File: src/rtl/ccs_regs.svh
`ifndef CCS_REGS_SVH
`define CCS_REGS_SVH

// Clock rate and time base.
`define CCS_CLK_MHZ 50
`define CCS_MS_PER_SEC 1000

// Deglitch times.
`define CCS_OV_ENTER_US 100
`define CCS_OV_EXIT_MS 12
`define CCS_UV_ENTER_US 100
`define CCS_UV_EXIT_MS 12
`define CCS_TERM_MS 220
`define CCS_RECHG_MS 200
`define CCS_TS_MS 25

// Alert pulse width on a status change.
`define CCS_ALERT_US 256

// Safety, tracking and watchdog timers, in seconds, and the input disconnect default.
`define CCS_PRECHG_SEC 16'h1c20
`define CCS_FAST_DEF_SEC 16'h7080
`define CCS_TOPOFF_DEF_SEC 16'h0708
`define CCS_CV_DEF_SEC 16'h8ca0
`define CCS_PO_DEF_SEC 16'h0001
`define CCS_SCAN_DEF_SEC 16'h0258
`define CCS_WDOG_DEF_SEC 16'h00a0
`define CCS_HIZ_DEF 1'h0

// Thermistor zone code that suspends charging.
`define CCS_TS_FAULT_ZONE 2'h3

`endif

File: src/rtl/ccs_pkg.sv
package ccs_pkg;

	typedef enum logic [2:0] {
		CCS_IDLE = 3'b000,
		CCS_TRICKLE = 3'b001,
		CCS_PRECHG = 3'b010,
		CCS_CC = 3'b011,
		CCS_CV = 3'b100,
		CCS_TOPOFF = 3'b101,
		CCS_DONE = 3'b110,
		CCS_FAULT = 3'b111
	} ccs_phase_type;

	typedef struct packed {
		logic [15:0] fast_charge_timer_setting;
		logic [15:0] finish_phase_timer_setting;
		logic [15:0] voltage_phase_timer_setting;
		logic [15:0] perturb_observe_interval;
		logic [15:0] panel_scan_interval;
		logic [15:0] watchdog_setting;
		logic input_disconnect_enable;
	} ccs_settings_type;

	typedef struct packed {
		ccs_phase_type phase;
		logic input_overvoltage;
		logic input_undervoltage;
		logic [1:0] thermistor_zone;
		logic timer_fault;
		logic watchdog_fault;
	} ccs_status_type;

endpackage

File: src/rtl/ccs_top.sv
`timescale 1ns/1ps
`include "ccs_regs.svh"

// Function
// - Overvoltage entered after 100 us steady assertion.
// - Overvoltage left after 12 ms steady deassertion.
// - Undervoltage entered after 100 us steady low.
// - Undervoltage left after 12 ms above threshold.
// - Termination acted on after 220 ms persistence.
// - Recharge acted on after 200 ms persistence.
// - Pre-charge phase limited to two hours.
// - Fast charge limited by programmable safety timer.
// - Programmable top-off timer runs after termination.
// - Constant-voltage phase limited by programmable timer.
// - Thermistor crossing accepted after 25 ms hold.
// - Perturb-and-observe step on programmable interval.
// - Full panel sweep on programmable interval.
// - Watchdog fires after programmable time, 160 s by default.
// - Watchdog expiry restores default settings.
// - Phases advance trickle, pre-charge, CC, CV.
// - CV phase ends on low charge current.
// - Full battery below recharge starts new cycle.
// - Input outside window halts charge, power-good released.
// - Alert pulses on every status change.
// - Host may drive status pins directly.
// - Valid input inside window drives power-good low.
module ccs_top #(
	parameter int OV_ENTER_CYC = `CCS_OV_ENTER_US * `CCS_CLK_MHZ,
	parameter int OV_EXIT_CYC = `CCS_OV_EXIT_MS * `CCS_CLK_MHZ * 1000,
	parameter int UV_ENTER_CYC = `CCS_UV_ENTER_US * `CCS_CLK_MHZ,
	parameter int UV_EXIT_CYC = `CCS_UV_EXIT_MS * `CCS_CLK_MHZ * 1000,
	parameter int TERM_CYC = `CCS_TERM_MS * `CCS_CLK_MHZ * 1000,
	parameter int RECHG_CYC = `CCS_RECHG_MS * `CCS_CLK_MHZ * 1000,
	parameter int TS_CYC = `CCS_TS_MS * `CCS_CLK_MHZ * 1000,
	parameter int MS_TICK_CYC = `CCS_CLK_MHZ * 1000,
	parameter int ALERT_CYC = `CCS_ALERT_US * `CCS_CLK_MHZ
) (
	// Clock and reset.
	input wire logic clk_i,
	input wire logic reset_n_i,
	// Analog comparator results.
	input wire logic input_voltage_present_i,
	input wire logic input_overvoltage_sense_i,
	input wire logic input_undervoltage_sense_i,
	input wire logic charge_current_low_i,
	input wire logic feedback_voltage_low_i,
	input wire logic [1:0] thermistor_sense_i,
	input wire logic battery_above_short_i,
	input wire logic battery_above_low_i,
	input wire logic battery_at_regulation_i,
	// Charge enable pin.
	input wire logic charge_enable_n_i,
	// Host side.
	input wire logic host_access_i,
	input wire logic settings_write_i,
	input wire ccs_pkg::ccs_settings_type settings_i,
	input wire logic indicator_override_i,
	input wire logic [2:0] indicator_level_i,
	input wire logic power_point_tracking_enable_i,
	// Pins and status.
	output logic power_good_out_n_o,
	output logic charge_status_pin_a_n_o,
	output logic charge_status_pin_b_n_o,
	output logic host_alert_n_o,
	output logic charger_enable_o,
	output logic perturb_step_o,
	output logic panel_scan_o,
	output ccs_pkg::ccs_status_type status_o,
	output ccs_pkg::ccs_settings_type settings_o
);

	localparam ccs_pkg::ccs_settings_type SETTINGS_DEFAULT = '{
		fast_charge_timer_setting: `CCS_FAST_DEF_SEC,
		finish_phase_timer_setting: `CCS_TOPOFF_DEF_SEC,
		voltage_phase_timer_setting: `CCS_CV_DEF_SEC,
		perturb_observe_interval: `CCS_PO_DEF_SEC,
		panel_scan_interval: `CCS_SCAN_DEF_SEC,
		watchdog_setting: `CCS_WDOG_DEF_SEC,
		input_disconnect_enable: `CCS_HIZ_DEF
	};
	localparam logic [3:0][23:0] ENTER_LIM = {
		24'(RECHG_CYC - 1), 24'(TERM_CYC - 1),
		24'(UV_ENTER_CYC - 1), 24'(OV_ENTER_CYC - 1)
	};
	localparam logic [3:0][23:0] EXIT_LIM = {
		24'h0, 24'h0, 24'(UV_EXIT_CYC - 1), 24'(OV_EXIT_CYC - 1)
	};

	// Interval counter expiry; a zero setting disables the interval.
	function automatic logic reached(input logic [15:0] count,
		input logic [15:0] limit);
		reached = (limit != 16'h0) && (count >= limit);
	endfunction

	logic reset_meta_n;
	logic rst_n;
	logic [15:0] ms_cnt;
	logic [9:0] sec_cnt;
	logic ms_tick;
	logic sec_tick;
	logic [3:0] dgl;
	logic [1:0] ts_zone;
	logic [1:0] ts_cand;
	logic [23:0] ts_cnt;
	ccs_pkg::ccs_phase_type phase;
	ccs_pkg::ccs_phase_type next_phase;
	logic [15:0] phase_sec;
	logic [15:0] fast_sec;
	logic [15:0] wd_sec;
	logic [15:0] po_sec;
	logic [15:0] scan_sec;
	logic timer_fault;
	logic wd_fault;
	ccs_pkg::ccs_settings_type settings;
	ccs_pkg::ccs_status_type status_prev;
	logic [23:0] alert_cnt;

	// Release of the asynchronous reset through two flip-flops.
	always_ff @(posedge clk_i or negedge reset_n_i) begin
		if (!reset_n_i) begin
			reset_meta_n <= 1'h0;
			rst_n <= 1'h0;
		end else begin
			reset_meta_n <= 1'h1;
			rst_n <= reset_meta_n;
		end
	end

	// Millisecond and second enables.
	assign ms_tick = (ms_cnt == 16'(MS_TICK_CYC - 1));
	assign sec_tick = ms_tick && (sec_cnt == 10'(`CCS_MS_PER_SEC - 1));

	always_ff @(posedge clk_i or negedge rst_n) begin
		if (!rst_n) begin
			ms_cnt <= 16'h0;
			sec_cnt <= 10'h0;
		end else begin
			ms_cnt <= ms_tick ? 16'h0 : ms_cnt + 16'h1;
			if (sec_tick) begin
				sec_cnt <= 10'h0;
			end else if (ms_tick) begin
				sec_cnt <= sec_cnt + 10'h1;
			end
		end
	end

	// Comparator deglitch: bit 0 overvoltage, 1 undervoltage,
	// 2 termination current, 3 recharge level.
	wire [3:0] dgl_raw = {feedback_voltage_low_i, charge_current_low_i,
		input_undervoltage_sense_i, input_overvoltage_sense_i};

	genvar gi;
	generate
		for (gi = 0; gi < 4; gi++) begin : g_dgl
			logic filt;
			logic [23:0] cnt;
			wire [23:0] lim = filt ? EXIT_LIM[gi] : ENTER_LIM[gi];
			always_ff @(posedge clk_i or negedge rst_n) begin
				if (!rst_n) begin
					filt <= 1'h0;
					cnt <= 24'h0;
				end else if (dgl_raw[gi] == filt) begin
					cnt <= 24'h0;
				end else if (cnt >= lim) begin
					filt <= dgl_raw[gi];
					cnt <= 24'h0;
				end else begin
					cnt <= cnt + 24'h1;
				end
			end
			assign dgl[gi] = filt;
		end
	endgenerate

	// Thermistor zone is accepted once a new code has held steadily.
	always_ff @(posedge clk_i or negedge rst_n) begin
		if (!rst_n) begin
			ts_zone <= 2'h0;
			ts_cand <= 2'h0;
			ts_cnt <= 24'h0;
		end else if (thermistor_sense_i == ts_zone) begin
			ts_cand <= ts_zone;
			ts_cnt <= 24'h0;
		end else if (thermistor_sense_i != ts_cand) begin
			ts_cand <= thermistor_sense_i;
			ts_cnt <= 24'h0;
		end else if (ts_cnt >= 24'(TS_CYC - 2)) begin
			ts_zone <= ts_cand;
			ts_cnt <= 24'h0;
		end else begin
			ts_cnt <= ts_cnt + 24'h1;
		end
	end

	wire input_good = input_voltage_present_i && !dgl[0] && !dgl[1];
	wire ts_fault = (ts_zone == `CCS_TS_FAULT_ZONE);
	wire charge_ok = input_good && !charge_enable_n_i &&
		!settings.input_disconnect_enable && !ts_fault;
	wire prechg_exp = (phase_sec >= `CCS_PRECHG_SEC);
	wire fast_exp = reached(fast_sec,
		settings.fast_charge_timer_setting);
	wire cv_exp = reached(phase_sec,
		settings.voltage_phase_timer_setting);
	wire topoff_exp = (phase_sec >= settings.finish_phase_timer_setting);
	wire wd_exp = reached(wd_sec, settings.watchdog_setting);
	wire po_hit = sec_tick &&
		reached(po_sec + 16'h1, settings.perturb_observe_interval);
	wire scan_hit = sec_tick &&
		reached(scan_sec + 16'h1, settings.panel_scan_interval);

	// Charge phase selection.
	always_comb begin
		next_phase = phase;
		unique case (phase)
			ccs_pkg::CCS_IDLE: begin
				next_phase = ccs_pkg::CCS_TRICKLE;
			end
			ccs_pkg::CCS_TRICKLE: begin
				if (battery_above_short_i) begin
					next_phase = ccs_pkg::CCS_PRECHG;
				end
			end
			ccs_pkg::CCS_PRECHG: begin
				if (prechg_exp) begin
					next_phase = ccs_pkg::CCS_FAULT;
				end else if (battery_above_low_i) begin
					next_phase = ccs_pkg::CCS_CC;
				end
			end
			ccs_pkg::CCS_CC: begin
				if (fast_exp) begin
					next_phase = ccs_pkg::CCS_FAULT;
				end else if (battery_at_regulation_i) begin
					next_phase = ccs_pkg::CCS_CV;
				end
			end
			ccs_pkg::CCS_CV: begin
				if (fast_exp || cv_exp) begin
					next_phase = ccs_pkg::CCS_FAULT;
				end else if (dgl[2]) begin
					next_phase = ccs_pkg::CCS_TOPOFF;
				end
			end
			ccs_pkg::CCS_TOPOFF: begin
				if (topoff_exp) begin
					next_phase = ccs_pkg::CCS_DONE;
				end
			end
			ccs_pkg::CCS_DONE: begin
				if (dgl[3]) begin
					next_phase = ccs_pkg::CCS_TRICKLE;
				end
			end
			ccs_pkg::CCS_FAULT: begin
				next_phase = ccs_pkg::CCS_FAULT;
			end
		endcase
		if (!charge_ok) begin
			next_phase = ccs_pkg::CCS_IDLE;
		end
	end

	always_ff @(posedge clk_i or negedge rst_n) begin
		if (!rst_n) begin
			phase <= ccs_pkg::CCS_IDLE;
			timer_fault <= 1'h0;
		end else begin
			phase <= next_phase;
			timer_fault <= (next_phase == ccs_pkg::CCS_FAULT);
		end
	end

	// Phase and fast-charge timers in seconds.
	wire fast_run = (phase == ccs_pkg::CCS_CC) || (phase == ccs_pkg::CCS_CV);

	always_ff @(posedge clk_i or negedge rst_n) begin
		if (!rst_n) begin
			phase_sec <= 16'h0;
			fast_sec <= 16'h0;
		end else begin
			if (next_phase != phase) begin
				phase_sec <= 16'h0;
			end else if (sec_tick && phase_sec != 16'hffff) begin
				phase_sec <= phase_sec + 16'h1;
			end
			if (!fast_run) begin
				fast_sec <= 16'h0;
			end else if (sec_tick && fast_sec != 16'hffff) begin
				fast_sec <= fast_sec + 16'h1;
			end
		end
	end

	// Host watchdog and settings.
	always_ff @(posedge clk_i or negedge rst_n) begin
		if (!rst_n) begin
			wd_sec <= 16'h0;
			wd_fault <= 1'h0;
			settings <= SETTINGS_DEFAULT;
		end else begin
			if (host_access_i || settings_write_i) begin
				wd_sec <= 16'h0;
			end else if (wd_exp) begin
				wd_sec <= 16'h0;
			end else if (sec_tick) begin
				wd_sec <= wd_sec + 16'h1;
			end
			if (wd_exp && !host_access_i && !settings_write_i) begin
				wd_fault <= 1'h1;
				settings <= SETTINGS_DEFAULT;
			end else begin
				if (host_access_i) begin
					wd_fault <= 1'h0;
				end
				if (settings_write_i) begin
					settings <= settings_i;
				end
			end
		end
	end

	// Power point tracking intervals.
	always_ff @(posedge clk_i or negedge rst_n) begin
		if (!rst_n) begin
			po_sec <= 16'h0;
			scan_sec <= 16'h0;
			perturb_step_o <= 1'h0;
			panel_scan_o <= 1'h0;
		end else if (!power_point_tracking_enable_i) begin
			po_sec <= 16'h0;
			scan_sec <= 16'h0;
			perturb_step_o <= 1'h0;
			panel_scan_o <= 1'h0;
		end else begin
			perturb_step_o <= po_hit;
			panel_scan_o <= scan_hit;
			if (po_hit) begin
				po_sec <= 16'h0;
			end else if (sec_tick) begin
				po_sec <= po_sec + 16'h1;
			end
			if (scan_hit) begin
				scan_sec <= 16'h0;
			end else if (sec_tick) begin
				scan_sec <= scan_sec + 16'h1;
			end
		end
	end

	// Status report and alert pulse.
	ccs_pkg::ccs_status_type status_now;
	assign status_now = '{
		phase: phase,
		input_overvoltage: dgl[0],
		input_undervoltage: dgl[1],
		thermistor_zone: ts_zone,
		timer_fault: timer_fault,
		watchdog_fault: wd_fault
	};
	wire status_change = (status_now != status_prev);

	always_ff @(posedge clk_i or negedge rst_n) begin
		if (!rst_n) begin
			status_prev <= '0;
			alert_cnt <= 24'h0;
			host_alert_n_o <= 1'h1;
		end else begin
			status_prev <= status_now;
			if (status_change) begin
				alert_cnt <= 24'(ALERT_CYC - 1);
				host_alert_n_o <= 1'h0;
			end else if (alert_cnt != 24'h0) begin
				alert_cnt <= alert_cnt - 24'h1;
			end else begin
				host_alert_n_o <= 1'h1;
			end
		end
	end

	// Indicator pins; low level means asserted.
	wire charging = (phase == ccs_pkg::CCS_TRICKLE) ||
		(phase == ccs_pkg::CCS_PRECHG) || fast_run ||
		(phase == ccs_pkg::CCS_TOPOFF);
	wire done = (phase == ccs_pkg::CCS_DONE);
	wire fault = (phase == ccs_pkg::CCS_FAULT);

	always_ff @(posedge clk_i or negedge rst_n) begin
		if (!rst_n) begin
			power_good_out_n_o <= 1'h1;
			charge_status_pin_a_n_o <= 1'h1;
			charge_status_pin_b_n_o <= 1'h1;
			charger_enable_o <= 1'h0;
			status_o <= '0;
			settings_o <= SETTINGS_DEFAULT;
		end else begin
			if (indicator_override_i) begin
				power_good_out_n_o <= indicator_level_i[0];
				charge_status_pin_a_n_o <= indicator_level_i[1];
				charge_status_pin_b_n_o <= indicator_level_i[2];
			end else begin
				power_good_out_n_o <= !input_good;
				charge_status_pin_a_n_o <= !(charging || fault);
				charge_status_pin_b_n_o <= !(done || fault);
			end
			charger_enable_o <= charging;
			status_o <= status_now;
			settings_o <= settings;
		end
	end

endmodule

File: config.mk
export PLATFORM = sky130hd
export DESIGN_NAME = ccs_top
export DESIGN_NICKNAME = d
export VERILOG_FILES = /design/src/rtl/ccs_pkg.sv /design/src/rtl/ccs_top.sv
export VERILOG_INCLUDE_DIRS = /design/src /design/src/rtl
export SDC_FILE = /design/constraint.sdc
export NUM_CORES = 1
export LEC_CHECK = 0
export BUFFER_PORTS_ARGS = -buffer_cell sky130_fd_sc_hd__buf_2
export CORE_MARGIN = 1.5
export CORE_UTILIZATION = 55
export CTS_CLUSTER_SIZE = 14
export DETAILED_ROUTE_END_ITERATION = 8
export PLACE_DENSITY_LB_ADDON = 0.15
export SYNTH_ARGS = -nofsm -noshare
export SYNTH_HDL_FRONTEND = slang
export SYNTH_SLANG_ARGS = --single-unit
File: constraint.sdc
create_clock -name clk_i -period 22.3 [get_ports clk_i]
set_input_delay 4.46 -clock clk_i [delete_from_list [all_inputs] [get_ports clk_i]]
set_output_delay 4.46 -clock clk_i [all_outputs]
set_load 0.05 [all_outputs]
==> reports/metrics.yaml <==
clk_pin_slew_ns: 0.06
utilization_pct: 64.5
path_common_cell: "buf_4"
grt_pass1_vias: 16764
endpoint: "settings[12]"
syn-mean-instance-area_um2: 10.5
rows: 74
ctsHoldBuffers: 0
ir_worst_vdd_mv: 0.0726
worstPathMaxFanout: 62
hold_violations: 0
area_delta_synth_final_pct: 15.2
io_buffers: 229
cts_sinks: 475
core-area_um2: 41000
r2r-start: "ms_cnt[0]"
reg2reg_setup_slack_ns: 18.25
cp-end-kind: "flip-flop"
r2r_end: "scan_sec[15]"
period_minus_slack_ns: 6.15
cts_made_buffers: 50
finalSetupViolations: 0
max_freq_mhz: 163
viasPerCell: 5.60
worst-path-stages: 4
relSlewSlack_pct: 18.3
wl_per_cell_um: 17.3
routed_wl_mm: 51.8
grt_max_degree: 81
r2r.worst_path.cells: 7
fp.dieArea_um2: 43000
critPathBufInv: 2
place_hpwl_mm: 36.4
die_width_um: 207
place_area_um2: 24700
ioPinCount: 230
slowest_delay_ns: 0.88
final_common_cell: "dfrtp_1"
powerDensity_nw_per_um2: 77.0
htree_levels: 2
synth-main-ff-cell: "dfrtp_1"
maxCapViolCount: 0
timing.final.crit_share_pct: 27.6
grt-ovfl-total: 0
drive_gt1_share_pct: 16.6
rsz0062_at_grt: "no"
synth-edff-count: 0
fin_nets: 2692
yosys_register_bits: 475
die_h_um: 207
drtIter0Drc: 1021
ant_nets: 0
syn_inst: 2181
yosys_warnings: 0
clock_skew_ns: 0.0226
synth_area_um2: 23000
tritoncts: "built"
grt_use_total_pct: 24.6
worst_pin_slew_ns: 1.22
critPathLaunch: "settings_write_i"
async_reset_ff_share_pct: 100
clk_latency_ns: 0.59
worstSetupPathType: "in2reg"
post_cts_buffers: 0
grt_pass1_wl_mm: 86.3
synth.yosys.seq_area_share_pct: 52.0
critical_path_arrival_ns: 6.66
crit_chain: "buf_4 > a21oi_4 > buf_4 > a22o_1"
critPathTopFamily: "compound AO/OA/AOI/OAI gates"
p_leak_nw: 12.9
min_path_type: "reg2reg"
gp_congestion: 0.891
fin_setup_tns_ns: 0
start_util_pct: 56.0
violations: "design-rule violations"
layout_common_cells: "dfrtp_1 (430), nor2_1 (251), buf_2 (228)"
cp-start-kind: "input pin"
drtPass1Iterations: 7
design_area_um2: 26500
post_cts_resized: 0
ys_types: 70
required_ns: 22.81
drc: 14
status: "complete, but fails checks"
cts_buffer_depth: 3
maxSlewViolCount: 0
cp_slowest_cell: "a21oi_4"
root_buffer: "clkbuf_16"
vias: 16760
antenna_found_initial: 2
cell type report:
cell class | count | area, µm²
Antenna cell | 1 | 2.50
Clock buffer | 72 | 1500
Clock inverter | 21 | 295
Fill cell | 3264 | 14500
Inverter | 131 | 492
Multi-Input combinational cell | 1519 | 10300
Sequential cell | 475 | 11900
Tap cell | 532 | 666
Timing Repair Buffer | 241 | 1240
per-stage QoR:
step,setup WS [ns],total power (W),hold slack [ns],instances
floorplan,8.16,0.00109,0.331,2189
global placement,15.69,0.00116,0.339,2898
detailed placement,15.59,0.00116,0.342,2898
CTS,16.18,0.00206,0.350,2991
global route,16.01,0.00212,0.361,2992
finish,16.15,0.00204,0.346,2992
metal layers:
layer / routed length (µm) / vias up / share of wire (%) / global-route usage (%)
li1: - / 8083 / - / -
met1: 23600 / 8235 / 45 / 33.8
met2: 24300 / 355 / 47 / 39.7
met3: 2490 / 87 / 4.8 / 3.83
met4: 1470 / 0 / 2.8 / 9.05
met5: 0 / - / 0 / 0
flip-flops by register name (all words and copies together), names as in the netlist, 3 cells and up:
name        count
sec_cnt        10
phase_sec      16
phase           3
g_dgl.cnt      96
fast_sec       16
settings       97
settings_o     97
g_dgl.filt      4
scan_sec       16
po_sec         16
ts_cnt         24
wd_sec         16
alert_cnt      24
ms_cnt         16
status_o        9
cell families after synthesis:
group | synth area share (%)
buffers and inverters | 3.27
adders and majority gates | 8.55
other | 0.0327
and+or+nand+nor | 17.4
xor gates and xnor gates | 7.89
DFF | 52.0
AOI/OAI and AO/OA | 10.2
muxes | 0.708
worst min-delay path by stage:
stage	from	endpoint	slack (ns)	depth (start not counted)
after detailed placement	reset_meta_n	rst_n	0.34	0
after global placement	reset_meta_n	rst_n	0.34	0
after floorplan	reset_meta_n	rst_n	0.33	0
final	reset_meta_n	rst_n	0.35	0
after CTS	reset_meta_n	rst_n	0.35	0
after global routing	reset_meta_n	rst_n	0.36	0
Yosys cell counts (16+ instances only):
master	number	area (µm²)
dfstp_2	44	1160
o21ai_0	52	260
nand3_1	90	450
a21oi_1	45	225
nor3_1	45	225
inv_1	131	492
nand2b_1	19	119
dfrtp_1	431	10800
clkbuf_1	56	210
nand4_1	41	257
nand2_1	169	634
or2_2	16	100
nor2b_1	27	169
o211ai_1	21	158
ha_1	157	1960
nor4_1	30	188
and3_1	48	300
and4_1	20	175
nor2_1	251	942
a2bb2oi_1	22	193
xor2_1	114	998
a22o_1	77	674
a21o_1	27	203
xnor2_1	93	815
power breakdown:
group          internal (W)  total [W]  switching, W  leakage [nW]
registers          0.000907   0.000944     0.0000374          6.09
logic             0.0000587   0.000201      0.000142          5.93
clock network      0.000548   0.000893      0.000345         0.878
Power figures use the tool's default switching activity.
